### src/convseq_pkg.sv
package convseq_pkg;

    // ------------------------------------------------------------------
    // register map (byte addresses)
    // ------------------------------------------------------------------
    localparam logic [7:0]  CTRL_OFS    = 8'h00;
    localparam logic [7:0]  DELAY_OFS   = 8'h04;
    localparam logic [7:0]  STATUS_OFS  = 8'h08;
    localparam logic [7:0]  SINGLE_OFS  = 8'h0C;
    localparam logic [7:0]  REPEAT_OFS  = 8'h10;

    // ------------------------------------------------------------------
    // control and delay register fields
    // ------------------------------------------------------------------
    localparam int ENABLE_BIT      = 0;
    localparam int SINGLE_BIT      = 1;
    localparam int REPEAT_BIT      = 2;
    localparam int PWRSAVE_DIS_BIT = 3;
    localparam int SOFT_RST_BIT    = 4;
    localparam int RPT_DONE_BIT    = 6;
    localparam int SGL_DONE_BIT    = 7;
    localparam int DELAY_FIELD_W   = 16;
    localparam int INTERVAL_LSB    = 16;
    localparam int CHANNELS        = 16;

    localparam logic [31:0] CTRL_RESET  = 32'h0000_0000;
    localparam logic [31:0] DELAY_RESET = 32'h0000_0000;

    // ------------------------------------------------------------------
    // timing
    // ------------------------------------------------------------------
    localparam int CLK_MHZ        = 50;
    localparam int TICK_US        = 40;
    localparam int TICK_CYCLES    = TICK_US * CLK_MHZ;
    localparam int CORE_RST_CYCLES = 2;

    typedef enum logic [2:0] {
        ST_IDLE  = 3'b000,
        ST_WAIT  = 3'b001,
        ST_RUN   = 3'b011,
        ST_DONE  = 3'b010
    } seq_state_t;

endpackage
### src/adc_conversion_sequencer.sv
// Register access over AHB-Lite was chosen for this implementation.
`timescale 1ns/1ps
// How it works
// - soft reset holds core, keeps registers
// - power core down between sequences unless disabled
// - repeat start launches masked repeat cycles
// - repeat clear: finish cycle, stop timer
// - single start runs one masked cycle
// - single start bit clears itself
// - cycles only start while block enabled
// - enable rising edge pulses core reset
// - disable finishes cycle then low power
// - interval field spaces repeat cycles, 40us
// - interval only before second and later cycles
// - core enable only after wait expires
// - start delay before first repeat cycle
// - delays never apply to single start
// - single mask selects one-shot channels
// - repeat mask selects periodic channels
// - single done flag, write one clears
// - repeat done flag, sticky until cleared
module adc_conversion_sequencer
    import convseq_pkg::*;
#(
    parameter int TICK_DIV = TICK_CYCLES
) (
    input  wire logic        SYS_CLK,
    input  wire logic        RST,
    input  wire logic [31:0] HADDR,
    input  wire logic [1:0]  HTRANS,
    input  wire logic        HWRITE,
    input  wire logic [2:0]  HSIZE,
    input  wire logic        HSEL,
    input  wire logic        HREADY,
    input  wire logic [31:0] HWDATA,
    output logic      [31:0] HRDATA,
    output logic             HREADYOUT,
    output logic             HRESP,
    input  wire logic        CORE_CH_DONE,
    output logic             CORE_ENABLE,
    output logic             CORE_POWER_ON,
    output logic             CORE_RESET,
    output logic      [3:0]  CORE_CHANNEL,
    output logic             CORE_START
);

    // ------------------------------------------------------------------
    // state
    // ------------------------------------------------------------------
    typedef struct packed {
        logic [31:0] rdata;
        logic        wr_pend;
        logic [7:0]  wr_addr;
        logic        block_enable;
        logic        single_go;
        logic        repeat_on;
        logic        idle_powerdown_disable;
        logic        soft_reset;
        logic        sgl_done;
        logic        rpt_done;
        logic [31:0] delay;
        logic [15:0] single_channel_mask;
        logic [15:0] periodic_channel_mask;
        logic [15:0] ch_status;
        logic [15:0] tick_cnt;
        logic [15:0] wait_cnt;
        logic        first_pass;
        logic        single_pend;
        logic        repeat_due;
        logic        cur_single;
        logic [15:0] cur_mask;
        logic [3:0]  chan;
        logic        start;
        logic        core_en;
        logic        power_on;
        logic [1:0]  rst_cnt;
        logic        core_rst;
        seq_state_t  st;
    } state_t;

    state_t cur_ff;
    state_t nxt_ff;

    logic [31:0] wdata;
    logic        tick;

    always_comb begin
        wdata = HWDATA;
        tick  = (cur_ff.tick_cnt == 16'(TICK_DIV - 1));
    end

    // ------------------------------------------------------------------
    // next state
    // ------------------------------------------------------------------
    always_comb begin
        nxt_ff       = cur_ff;
        nxt_ff.start = 1'b0;
        // bus: latch address phase, commit write in data phase
        nxt_ff.wr_pend = 1'b0;
        if (cur_ff.wr_pend) begin
            unique case (cur_ff.wr_addr)
                CTRL_OFS: begin
                    if (!cur_ff.block_enable && wdata[ENABLE_BIT])
                        nxt_ff.rst_cnt = 2'(CORE_RST_CYCLES);
                    nxt_ff.block_enable = wdata[ENABLE_BIT];
                    nxt_ff.single_go = wdata[SINGLE_BIT];
                    if (wdata[REPEAT_BIT] && !cur_ff.repeat_on) begin
                        nxt_ff.first_pass = 1'b1;
                        nxt_ff.wait_cnt   = wdata[REPEAT_BIT] ?
                            cur_ff.delay[DELAY_FIELD_W-1:0] : 16'h0000;
                        nxt_ff.repeat_due = 1'b0;
                    end
                    if (!wdata[REPEAT_BIT]) begin
                        nxt_ff.wait_cnt   = 16'h0000;
                        nxt_ff.repeat_due = 1'b0;
                    end
                    nxt_ff.repeat_on = wdata[REPEAT_BIT];
                    nxt_ff.idle_powerdown_disable = wdata[PWRSAVE_DIS_BIT];
                    nxt_ff.soft_reset = wdata[SOFT_RST_BIT];
                    if (wdata[SGL_DONE_BIT]) nxt_ff.sgl_done = 1'b0;
                    if (wdata[RPT_DONE_BIT]) nxt_ff.rpt_done = 1'b0;
                end
                DELAY_OFS:  nxt_ff.delay = wdata;
                STATUS_OFS: nxt_ff.ch_status = cur_ff.ch_status &
                                               ~wdata[15:0];
                SINGLE_OFS: nxt_ff.single_channel_mask = wdata[15:0];
                REPEAT_OFS: nxt_ff.periodic_channel_mask = wdata[15:0];
                default: ;
            endcase
        end
        if (HSEL && HREADY && HTRANS[1]) begin
            nxt_ff.wr_pend = HWRITE;
            nxt_ff.wr_addr = HADDR[7:0];
            unique case (HADDR[7:0])
                CTRL_OFS: nxt_ff.rdata = {24'h00_0000,
                    cur_ff.sgl_done, cur_ff.rpt_done, 1'b0,
                    cur_ff.soft_reset, cur_ff.idle_powerdown_disable,
                    cur_ff.repeat_on, cur_ff.single_go,
                    cur_ff.block_enable};
                DELAY_OFS:  nxt_ff.rdata = cur_ff.delay;
                STATUS_OFS: nxt_ff.rdata = {16'h0000, cur_ff.ch_status};
                SINGLE_OFS: nxt_ff.rdata = {16'h0000,
                                            cur_ff.single_channel_mask};
                REPEAT_OFS: nxt_ff.rdata = {16'h0000,
                                            cur_ff.periodic_channel_mask};
                default:    nxt_ff.rdata = 32'h0000_0000;
            endcase
        end

        // core reset pulse after enable edge
        nxt_ff.core_rst = (cur_ff.rst_cnt != 2'd0) || cur_ff.soft_reset;
        if (cur_ff.rst_cnt != 2'd0)
            nxt_ff.rst_cnt = cur_ff.rst_cnt - 2'd1;

        // 40us prescaler feeding the delay timers
        nxt_ff.tick_cnt = tick ? 16'h0000 : cur_ff.tick_cnt + 16'd1;
        // count only while idle: a cycle in flight must not queue the next
        if (cur_ff.repeat_on && !cur_ff.repeat_due &&
            cur_ff.st == ST_IDLE) begin
            if (cur_ff.wait_cnt == 16'h0000)
                nxt_ff.repeat_due = 1'b1;
            else if (tick)
                nxt_ff.wait_cnt = cur_ff.wait_cnt - 16'd1;
        end
        if (cur_ff.single_go && cur_ff.block_enable) begin
            nxt_ff.single_pend = 1'b1;
        end
        if (cur_ff.single_go)
            nxt_ff.single_go = 1'b0;

        // sequencer; soft reset holds it idle, registers untouched
        if (cur_ff.soft_reset) begin
            nxt_ff.st      = ST_IDLE;
            nxt_ff.core_en = 1'b0;
        end else begin
            case (cur_ff.st)
                ST_IDLE: begin
                    // single first; a due repeat waits its turn
                    if (cur_ff.block_enable &&
                        (cur_ff.single_pend || cur_ff.repeat_due)) begin
                        nxt_ff.cur_single = cur_ff.single_pend;
                        nxt_ff.cur_mask   = cur_ff.single_pend ?
                            cur_ff.single_channel_mask :
                            cur_ff.periodic_channel_mask;
                        if (cur_ff.single_pend)
                            nxt_ff.single_pend = 1'b0;
                        else
                            nxt_ff.repeat_due = 1'b0;
                        nxt_ff.chan  = 4'h0;
                        nxt_ff.st    = ST_WAIT;
                    end
                end
                ST_WAIT: begin
                    // skip masked-off channels
                    if (cur_ff.cur_mask[cur_ff.chan]) begin
                        nxt_ff.core_en = 1'b1;
                        nxt_ff.start   = 1'b1;
                        nxt_ff.st      = ST_RUN;
                    end else if (cur_ff.chan == 4'hF) begin
                        nxt_ff.st = ST_DONE;
                    end else begin
                        nxt_ff.chan = cur_ff.chan + 4'h1;
                    end
                end
                ST_RUN: begin
                    // a running cycle completes even if disabled; only soft reset aborts it
                    if (CORE_CH_DONE) begin
                        nxt_ff.ch_status[cur_ff.chan] = 1'b1;
                        if (cur_ff.chan == 4'hF) begin
                            nxt_ff.st = ST_DONE;
                        end else begin
                            nxt_ff.chan = cur_ff.chan + 4'h1;
                            nxt_ff.st   = ST_WAIT;
                        end
                    end
                end
                ST_DONE: begin
                    nxt_ff.core_en = 1'b0;
                    if (cur_ff.cur_single) begin
                        nxt_ff.sgl_done = 1'b1;
                    end else begin
                        nxt_ff.rpt_done   = 1'b1;
                        nxt_ff.first_pass = 1'b0;
                        nxt_ff.wait_cnt   =
                            cur_ff.delay[31:INTERVAL_LSB];
                    end
                    nxt_ff.st = ST_IDLE;
                end
                default: nxt_ff.st = ST_IDLE;
            endcase
        end
        // powered through a cycle; between sequences only if saving is off
        nxt_ff.power_on = (cur_ff.st == ST_RUN || cur_ff.st == ST_WAIT) ||
                          (cur_ff.idle_powerdown_disable &&
                           cur_ff.block_enable);
    end

    // ------------------------------------------------------------------
    // registers
    // ------------------------------------------------------------------
    always_ff @(posedge SYS_CLK or posedge RST) begin
        if (RST) begin
            cur_ff       <= '0;
            cur_ff.delay <= DELAY_RESET;
            cur_ff.st    <= ST_IDLE;
        end else begin
            cur_ff <= nxt_ff;
        end
    end

    // outputs straight from flops; zero-wait bus, always OKAY
    always_comb begin
        HRDATA        = cur_ff.rdata;
        HREADYOUT     = 1'b1;
        HRESP         = 1'b0;
        CORE_ENABLE   = cur_ff.core_en;
        CORE_POWER_ON = cur_ff.power_on;
        CORE_RESET    = cur_ff.core_rst;
        CORE_CHANNEL  = cur_ff.chan;
        CORE_START    = cur_ff.start;
    end

    // ------------------------------------------------------------------
    // checks
    // ------------------------------------------------------------------
    a_start_needs_enable: assert property (
        @(posedge SYS_CLK) disable iff (RST)
        cur_ff.st == ST_WAIT && $past(cur_ff.st) == ST_IDLE |->
        $past(cur_ff.block_enable))
        else $error("cycle started while disabled");

    a_single_self_clear: assert property (
        @(posedge SYS_CLK) disable iff (RST)
        cur_ff.single_go |=> !cur_ff.single_go)
        else $error("single start did not clear");

    a_enable_core_reset: assert property (
        @(posedge SYS_CLK) disable iff (RST)
        $rose(cur_ff.block_enable) |=> CORE_RESET [*2])
        else $error("no core reset after enable");

    a_soft_reset_idle: assert property (
        @(posedge SYS_CLK) disable iff (RST)
        cur_ff.soft_reset |=> cur_ff.st == ST_IDLE && !CORE_ENABLE)
        else $error("soft reset did not hold core");

    a_enable_after_wait: assert property (
        @(posedge SYS_CLK) disable iff (RST)
        $rose(CORE_ENABLE) |-> $past(cur_ff.st) == ST_WAIT)
        else $error("core enabled outside a cycle");

    a_repeat_stop: assert property (
        @(posedge SYS_CLK) disable iff (RST)
        !cur_ff.repeat_on && cur_ff.st == ST_IDLE |=>
        !cur_ff.repeat_due)
        else $error("repeat due after stop");

    a_single_done: assert property (
        @(posedge SYS_CLK) disable iff (RST)
        cur_ff.st == ST_DONE && cur_ff.cur_single |=> cur_ff.sgl_done)
        else $error("single done not set");

    a_repeat_done: assert property (
        @(posedge SYS_CLK) disable iff (RST)
        cur_ff.st == ST_DONE && !cur_ff.cur_single |=> cur_ff.rpt_done)
        else $error("repeat done not set");

    a_powerdown_idle: assert property (
        @(posedge SYS_CLK) disable iff (RST)
        cur_ff.st == ST_IDLE && !cur_ff.idle_powerdown_disable
        ##1 cur_ff.st == ST_IDLE |-> !CORE_POWER_ON)
        else $error("core powered while idle");

    a_power_in_cycle: assert property (
        @(posedge SYS_CLK) disable iff (RST)
        CORE_ENABLE |-> CORE_POWER_ON)
        else $error("core enabled without power");

endmodule

### config.mk
export PLATFORM = sky130hd
export DESIGN_NAME = adc_conversion_sequencer
export DESIGN_NICKNAME = d
export VERILOG_FILES = /design/src/convseq_pkg.sv /design/src/adc_conversion_sequencer.sv
export SDC_FILE = /design/constraint.sdc
export NUM_CORES = 1
export LEC_CHECK = 0
export ABC_CLOCK_PERIOD_IN_PS = 8670
export BUFFER_PORTS_ARGS = -buffer_cell sky130_fd_sc_hd__buf_4
export CAP_MARGIN = 20
export CORE_AREA = 5 5 171 173
export DETAILED_ROUTE_END_ITERATION = 16
export DIE_AREA = 0 0 176 178
export PLACE_DENSITY = 0.63
export SLEW_MARGIN = 20
export SYNTH_ARGS = -nofsm -noshare
export SYNTH_HDL_FRONTEND = slang
export SYNTH_SLANG_ARGS = --single-unit
export TNS_END_PERCENT = 30
### constraint.sdc
create_clock -name SYS_CLK -period 8.67 [get_ports SYS_CLK]
set_clock_uncertainty 0.15 [all_clocks]
set_input_delay 2.601 -clock SYS_CLK [delete_from_list [all_inputs] [get_ports SYS_CLK]]
set_output_delay 2.601 -clock SYS_CLK [all_outputs]
set_load 0.1 [all_outputs]
Word-level counts from Yosys, hierarchy flattened
Index checks and enable logic that the tools add are counted.
{"block": "op_classes", "add_sub_neg": 4, "magnitude_cmp": 2, "n_eq_ne": 20, "mux": 65, "n_bitwise": 4, "reduce_logical": 39}
{"cell": "$mux 16", "n": 13}
{"cell": "$pmux 32 s5", "n": 1}
{"cell": "$mux 86", "n": 1}
{"cell": "$mux 17", "n": 5}
{"cell": "$mux 41", "n": 1}
{"cell": "$eq 8x4->1 const B", "n": 4}
{"cell": "$mux 32", "n": 1}
{"cell": "$mux 23", "n": 1}
{"cell": "$mux 19", "n": 1}
{"cell": "$mux 1", "n": 18}
{"cell": "$add 16x1->16 const B", "n": 1}
{"cell": "$and 16x16->16", "n": 1}
{"cell": "$eq 16x11->1 const B", "n": 1}
{"cell": "$eq 8x3->1 const B", "n": 2}
{"cell": "$eq 8x5->1 const B", "n": 2}
{"cell": "$logic_not 16->1", "n": 1}
{"cell": "$logic_not 8->1", "n": 2}
{"cell": "$mux 2", "n": 8}
{"cell": "$not 16->16", "n": 1}
{"cell": "$or 16x16->16", "n": 1}
{"cell": "$sub 16x1->16 const B", "n": 1}
{"cell": "$mux 3", "n": 5}
{"cell": "$mux 4", "n": 3}
{"cell": "$pmux 4 s3", "n": 1}
{"cell": "28 further kinds", "n": 58}
{"block": "totals", "ff_bits": 193, "inputBits": 75, "elab_cells": 162}

Logic depth before layout (Yosys ltp)
{"block": "depth", "depth_word": 12, "depth_mapped": 9}

Worst setup path after synthesis
No wires, ideal clock.
{"block": "synth_timing", "path_kind": "input-to-reg", "start": "input HADDR[7]", "end": "register cur_ff, in the netlist HRDATA[0]", "t_arrival_ns": 4.281, "setup_slack_ns": 4.157, "path_stages": 6, "path_buffers": 1, "path_cell_list": "or4_1 > or3_4 > nor3b_2 > buf_2 > a22oi_1 > a31oi_1"}
{"block": "synth_between", "elab_chain_len": 2}
{"element": "start: declaration", "line": "adc_conversion_sequencer.sv:29", "source": "input wire logic [31:0] HADDR,"}
{"element": "$eq 8x5->1, or another cell as far along", "line": "adc_conversion_sequencer.sv:134", "source": "unique case (HADDR[7:0])"}
{"element": "$pmux 32 s5 *", "line": "adc_conversion_sequencer.sv:134"}
{"element": "end signal: assignment", "line": "adc_conversion_sequencer.sv:247", "source": "cur_ff <= nxt_ff;"}
{"element": "end: declaration", "line": "adc_conversion_sequencer.sv:81", "source": "state_t cur_ff;"}
Every way passes the cells marked *; elsewhere a longest branch is shown, timed or not.
A chain may end at the register's enable or synchronous reset.

Final worst setup path
{"block": "layout_timing", "start": "input HADDR[7]", "end": "register cur_ff, in the netlist HRDATA[29]"}
The elaborated chain is that of the path after synthesis.

==> impl_metrics.tcl <==
set metrics [dict create \
    ff2ff_setup_slack_ns 5.75 \
    regArea_sq_um 4780 \
    hold_buffers 0 \
    drc 0 \
    grt_usage_pct 15.3 \
    yosysTopAreaCell "dfrtp_1" \
    critical_path_class "input port to flop" \
    post_cts_buffers 0 \
    fin_nets 1006 \
    post_dp_cell_area_sq_um 10100 \
    drtIter0Drc 543 \
    nFillCells 2656 \
    cts_tree "done" \
    fin_crit_ns 5.08 \
    switchingPower_mw 0.725 \
    worst_pin_slew_ns 1.12 \
    power.share.switching_pct 30.4 \
    syn-cell-area_sq_um 9430 \
    period_share_pct 58.6 \
    postRouteAntennaNets 0 \
    worst_hold_path_type "flop to flop" \
    core_area_sq_um 27500 \
    grt_antenna_before_repair 0 \
    max_freq_mhz 197 \
    synth_top_area_share_pct 50.7 \
    clockBufferDepth 2 \
    arrival_ns 5.30 \
    synthArstFlopShare_pct 100 \
    grt_pass1_vias 6719 \
    finalMaxSlewViolations 0 \
    port_buffers 86 \
    synth_flop_cell "dfrtp_1" \
    synthCells 901 \
    synth-edff-count 0 \
    p_leak_nw 4.87 \
    diodes 0 \
    multi_input_area_sq_um 4100 \
    drt_wl_total_mm 23.9 \
    initial_core_util_pct 34.3 \
    clk_pin_slew_ns 0.07 \
    clock_latency_ns 0.43 \
    critPathRequiredTime_ns 8.89 \
    die_x_um 176 \
    rr_worst_depth 5 \
    crit_fanout 17 \
    finalSetupViolations 0 \
    design_area_sq_um 10700 \
    vias 6718 \
    syn_avg_cell_area_sq_um 10.5 \
    ir_drop_uv 148 \
    gp_congestion 0.834 \
    place_hpwl_mm 16.2 \
    fp.dieArea_sq_um 31300 \
    cap_violations 0 \
    ys_top_cells_by_area "dfrtp_1 51%, mux2_1 6.9%, nand2_1 5.9%" \
    power_frac_seq_pct 45.9 \
    grt_max_degree 128 \
    clockPowerShare_pct 36.8 \
    outcome "complete, no violations" \
    yosysSeqAreaShare_pct 50.7 \
    syn_to_final_growth_pct 13.5 \
    synth_fp_nets 985 \
    synth_seq_cells 191 \
    finalHoldViolations 0 \
    synth_cell_types 59 \
    combPwrFrac_pct 17.2 \
    endpoint_kind "flop" \
    cts-root-buf "clkbuf_16" \
    fp.dieH_um 178 \
    worstSetupStartpointType "input port" \
    drive_above_1_share_pct 15.9 \
    grt_overflow 0 \
    power.density_nw_per_um2 222 \
    setup_tns_ns 0 \
    vias_per_cell 5.24 \
    io_pins 117 \
    post_cts_resized 0 \
    wl_per_cell_um 18.6 \
    yosysWarnings 0 \
    drtPass1Iterations 5 \
    whs_path_depth 2 \
    cts_num_sinks 191 \
    htree_levels 4 \
    relSlewSlack_pct 25.0 \
    num_rows 61 \
    p_int_mw 1.66 \
    grt_pass1_wl_mm 38.0 \
    cts_buffers 17 \
    rsz0062_at_grt "no" \
]
[state kept, by name, indices dropped and copies added, names as in the netlist]
name,flops
cur_ff,151
HRDATA,32
CORE_CHANNEL,4
CORE_ENABLE,1
CORE_POWER_ON,1
CORE_RESET,1
CORE_START,1
[layout by cell type (no fill, tap or decap), types with 9 or more instances in the layout]
master / count
and3_1: 13
o21ai_0: 24
buf_4: 93
inv_1: 9
a21oi_1: 38
mux2i_1: 25
a22o_1: 40
a222oi_1: 9
xor2_1: 16
dfrtp_1: 191
xnor2_1: 10
nand3_1: 14
nand2b_1: 14
nor2_1: 50
ha_1: 9
mux2_1: 58
nand2_1: 149
a22oi_1: 20
clkbuf_16: 17
o21ai_1: 14
[cells in the mapped netlist (all sizes together), types with 3 or more instances]
cell type,instances
dfrtp,191
nand2,149
mux2,64
buf,59
nor2,51
a22o,40
a21oi,38
o21ai,38
clkbuf,32
mux2i,25
a22oi,20
xor2,16
nand3,15
nand2b,14
and3,13
inv,10
xnor2,10
a222oi,9
ha,9
nor3,9
a221oi,8
a31oi,8
nor4,7
and2,6
nor2b,6
or4,6
a211oi,5
nand3b,5
a21o,4
a32o,4
nor3b,4
or3,4
a21boi,3
[worst max-delay path: stages]
cell,delay (ns)
buf_4,0.11
or4_1,0.57
or3_4,0.39
nor3b_4,0.69
and2_1,0.70
a22o_1,0.23
[power groups by stage]
stage	sequential (mW)	clock (mW)	combinational, mW
6_report	1.09	0.878	0.410
5_1_grt	1.11	0.933	0.456
4_1_cts	1.09	0.899	0.416
3_5_place_dp	1.11	0	0.414
3_3_place_gp	1.11	0	0.408
2_1_floorplan	1.08	0	0.328
[final cells by class]
class,instances,share of cell area [%]
clock buffer,17,3.97
clock inverter,15,2.13
tap,346,4.04
sequential,191,44.6
inverter,10,0.421
timing repair buffer,93,6.52
multi-input combinational,609,38.3
[final timing paths]
kind | start | end
hold / removal | cur_ff[158] | cur_ff[158]
setup reg to reg | cur_ff[159] | cur_ff[134]
setup / recovery | HADDR[7] | HRDATA[29]
hold reg to reg | cur_ff[158] | cur_ff[158]
min in group asynchronous | RST | HRDATA[28]
max in group asynchronous | RST | cur_ff[29]
[metal layers]
metal	GRT usage (%)	vias up	wire (um)
li1	-	3203	-
met1	20.2	3304	10600
met2	25.2	172	11500
met3	3.39	39	1100
met4	5.17	0	637
met5	0	-	0
[cell families (layout without fill, tap and decap cells)]
logic type      after synthesis  in the layout  synth area share [%]
compound gates              184            184                  13.6
xor+xnor                     26             26                  2.41
fa+ha+maj                     9              9                  1.19
buf+inv                     101            135                  6.11
flops                       191            191                  50.7
mux                          91             91                  10.8
other cells                   2              2                0.0796
simple gates                297            297                  15.2
[through the flow]
step | worst slack [ns] | hold WS (ns) | std cells | power (mW) | util (%)
floorplan | 0.720 | 0.281 | 901 | 1.41 | -
global placement | 3.15 | 0.309 | 1249 | 1.52 | 36.6
detailed placement | 3.16 | 0.312 | 1249 | 1.52 | 36.6
CTS | 3.61 | 0.333 | 1281 | 2.41 | 39.0
global route | 3.50 | 0.354 | 1281 | 2.49 | 39.0
finish | 3.59 | 0.326 | 1281 | 2.38 | 39.0
Power figures use the tool's default switching activity.
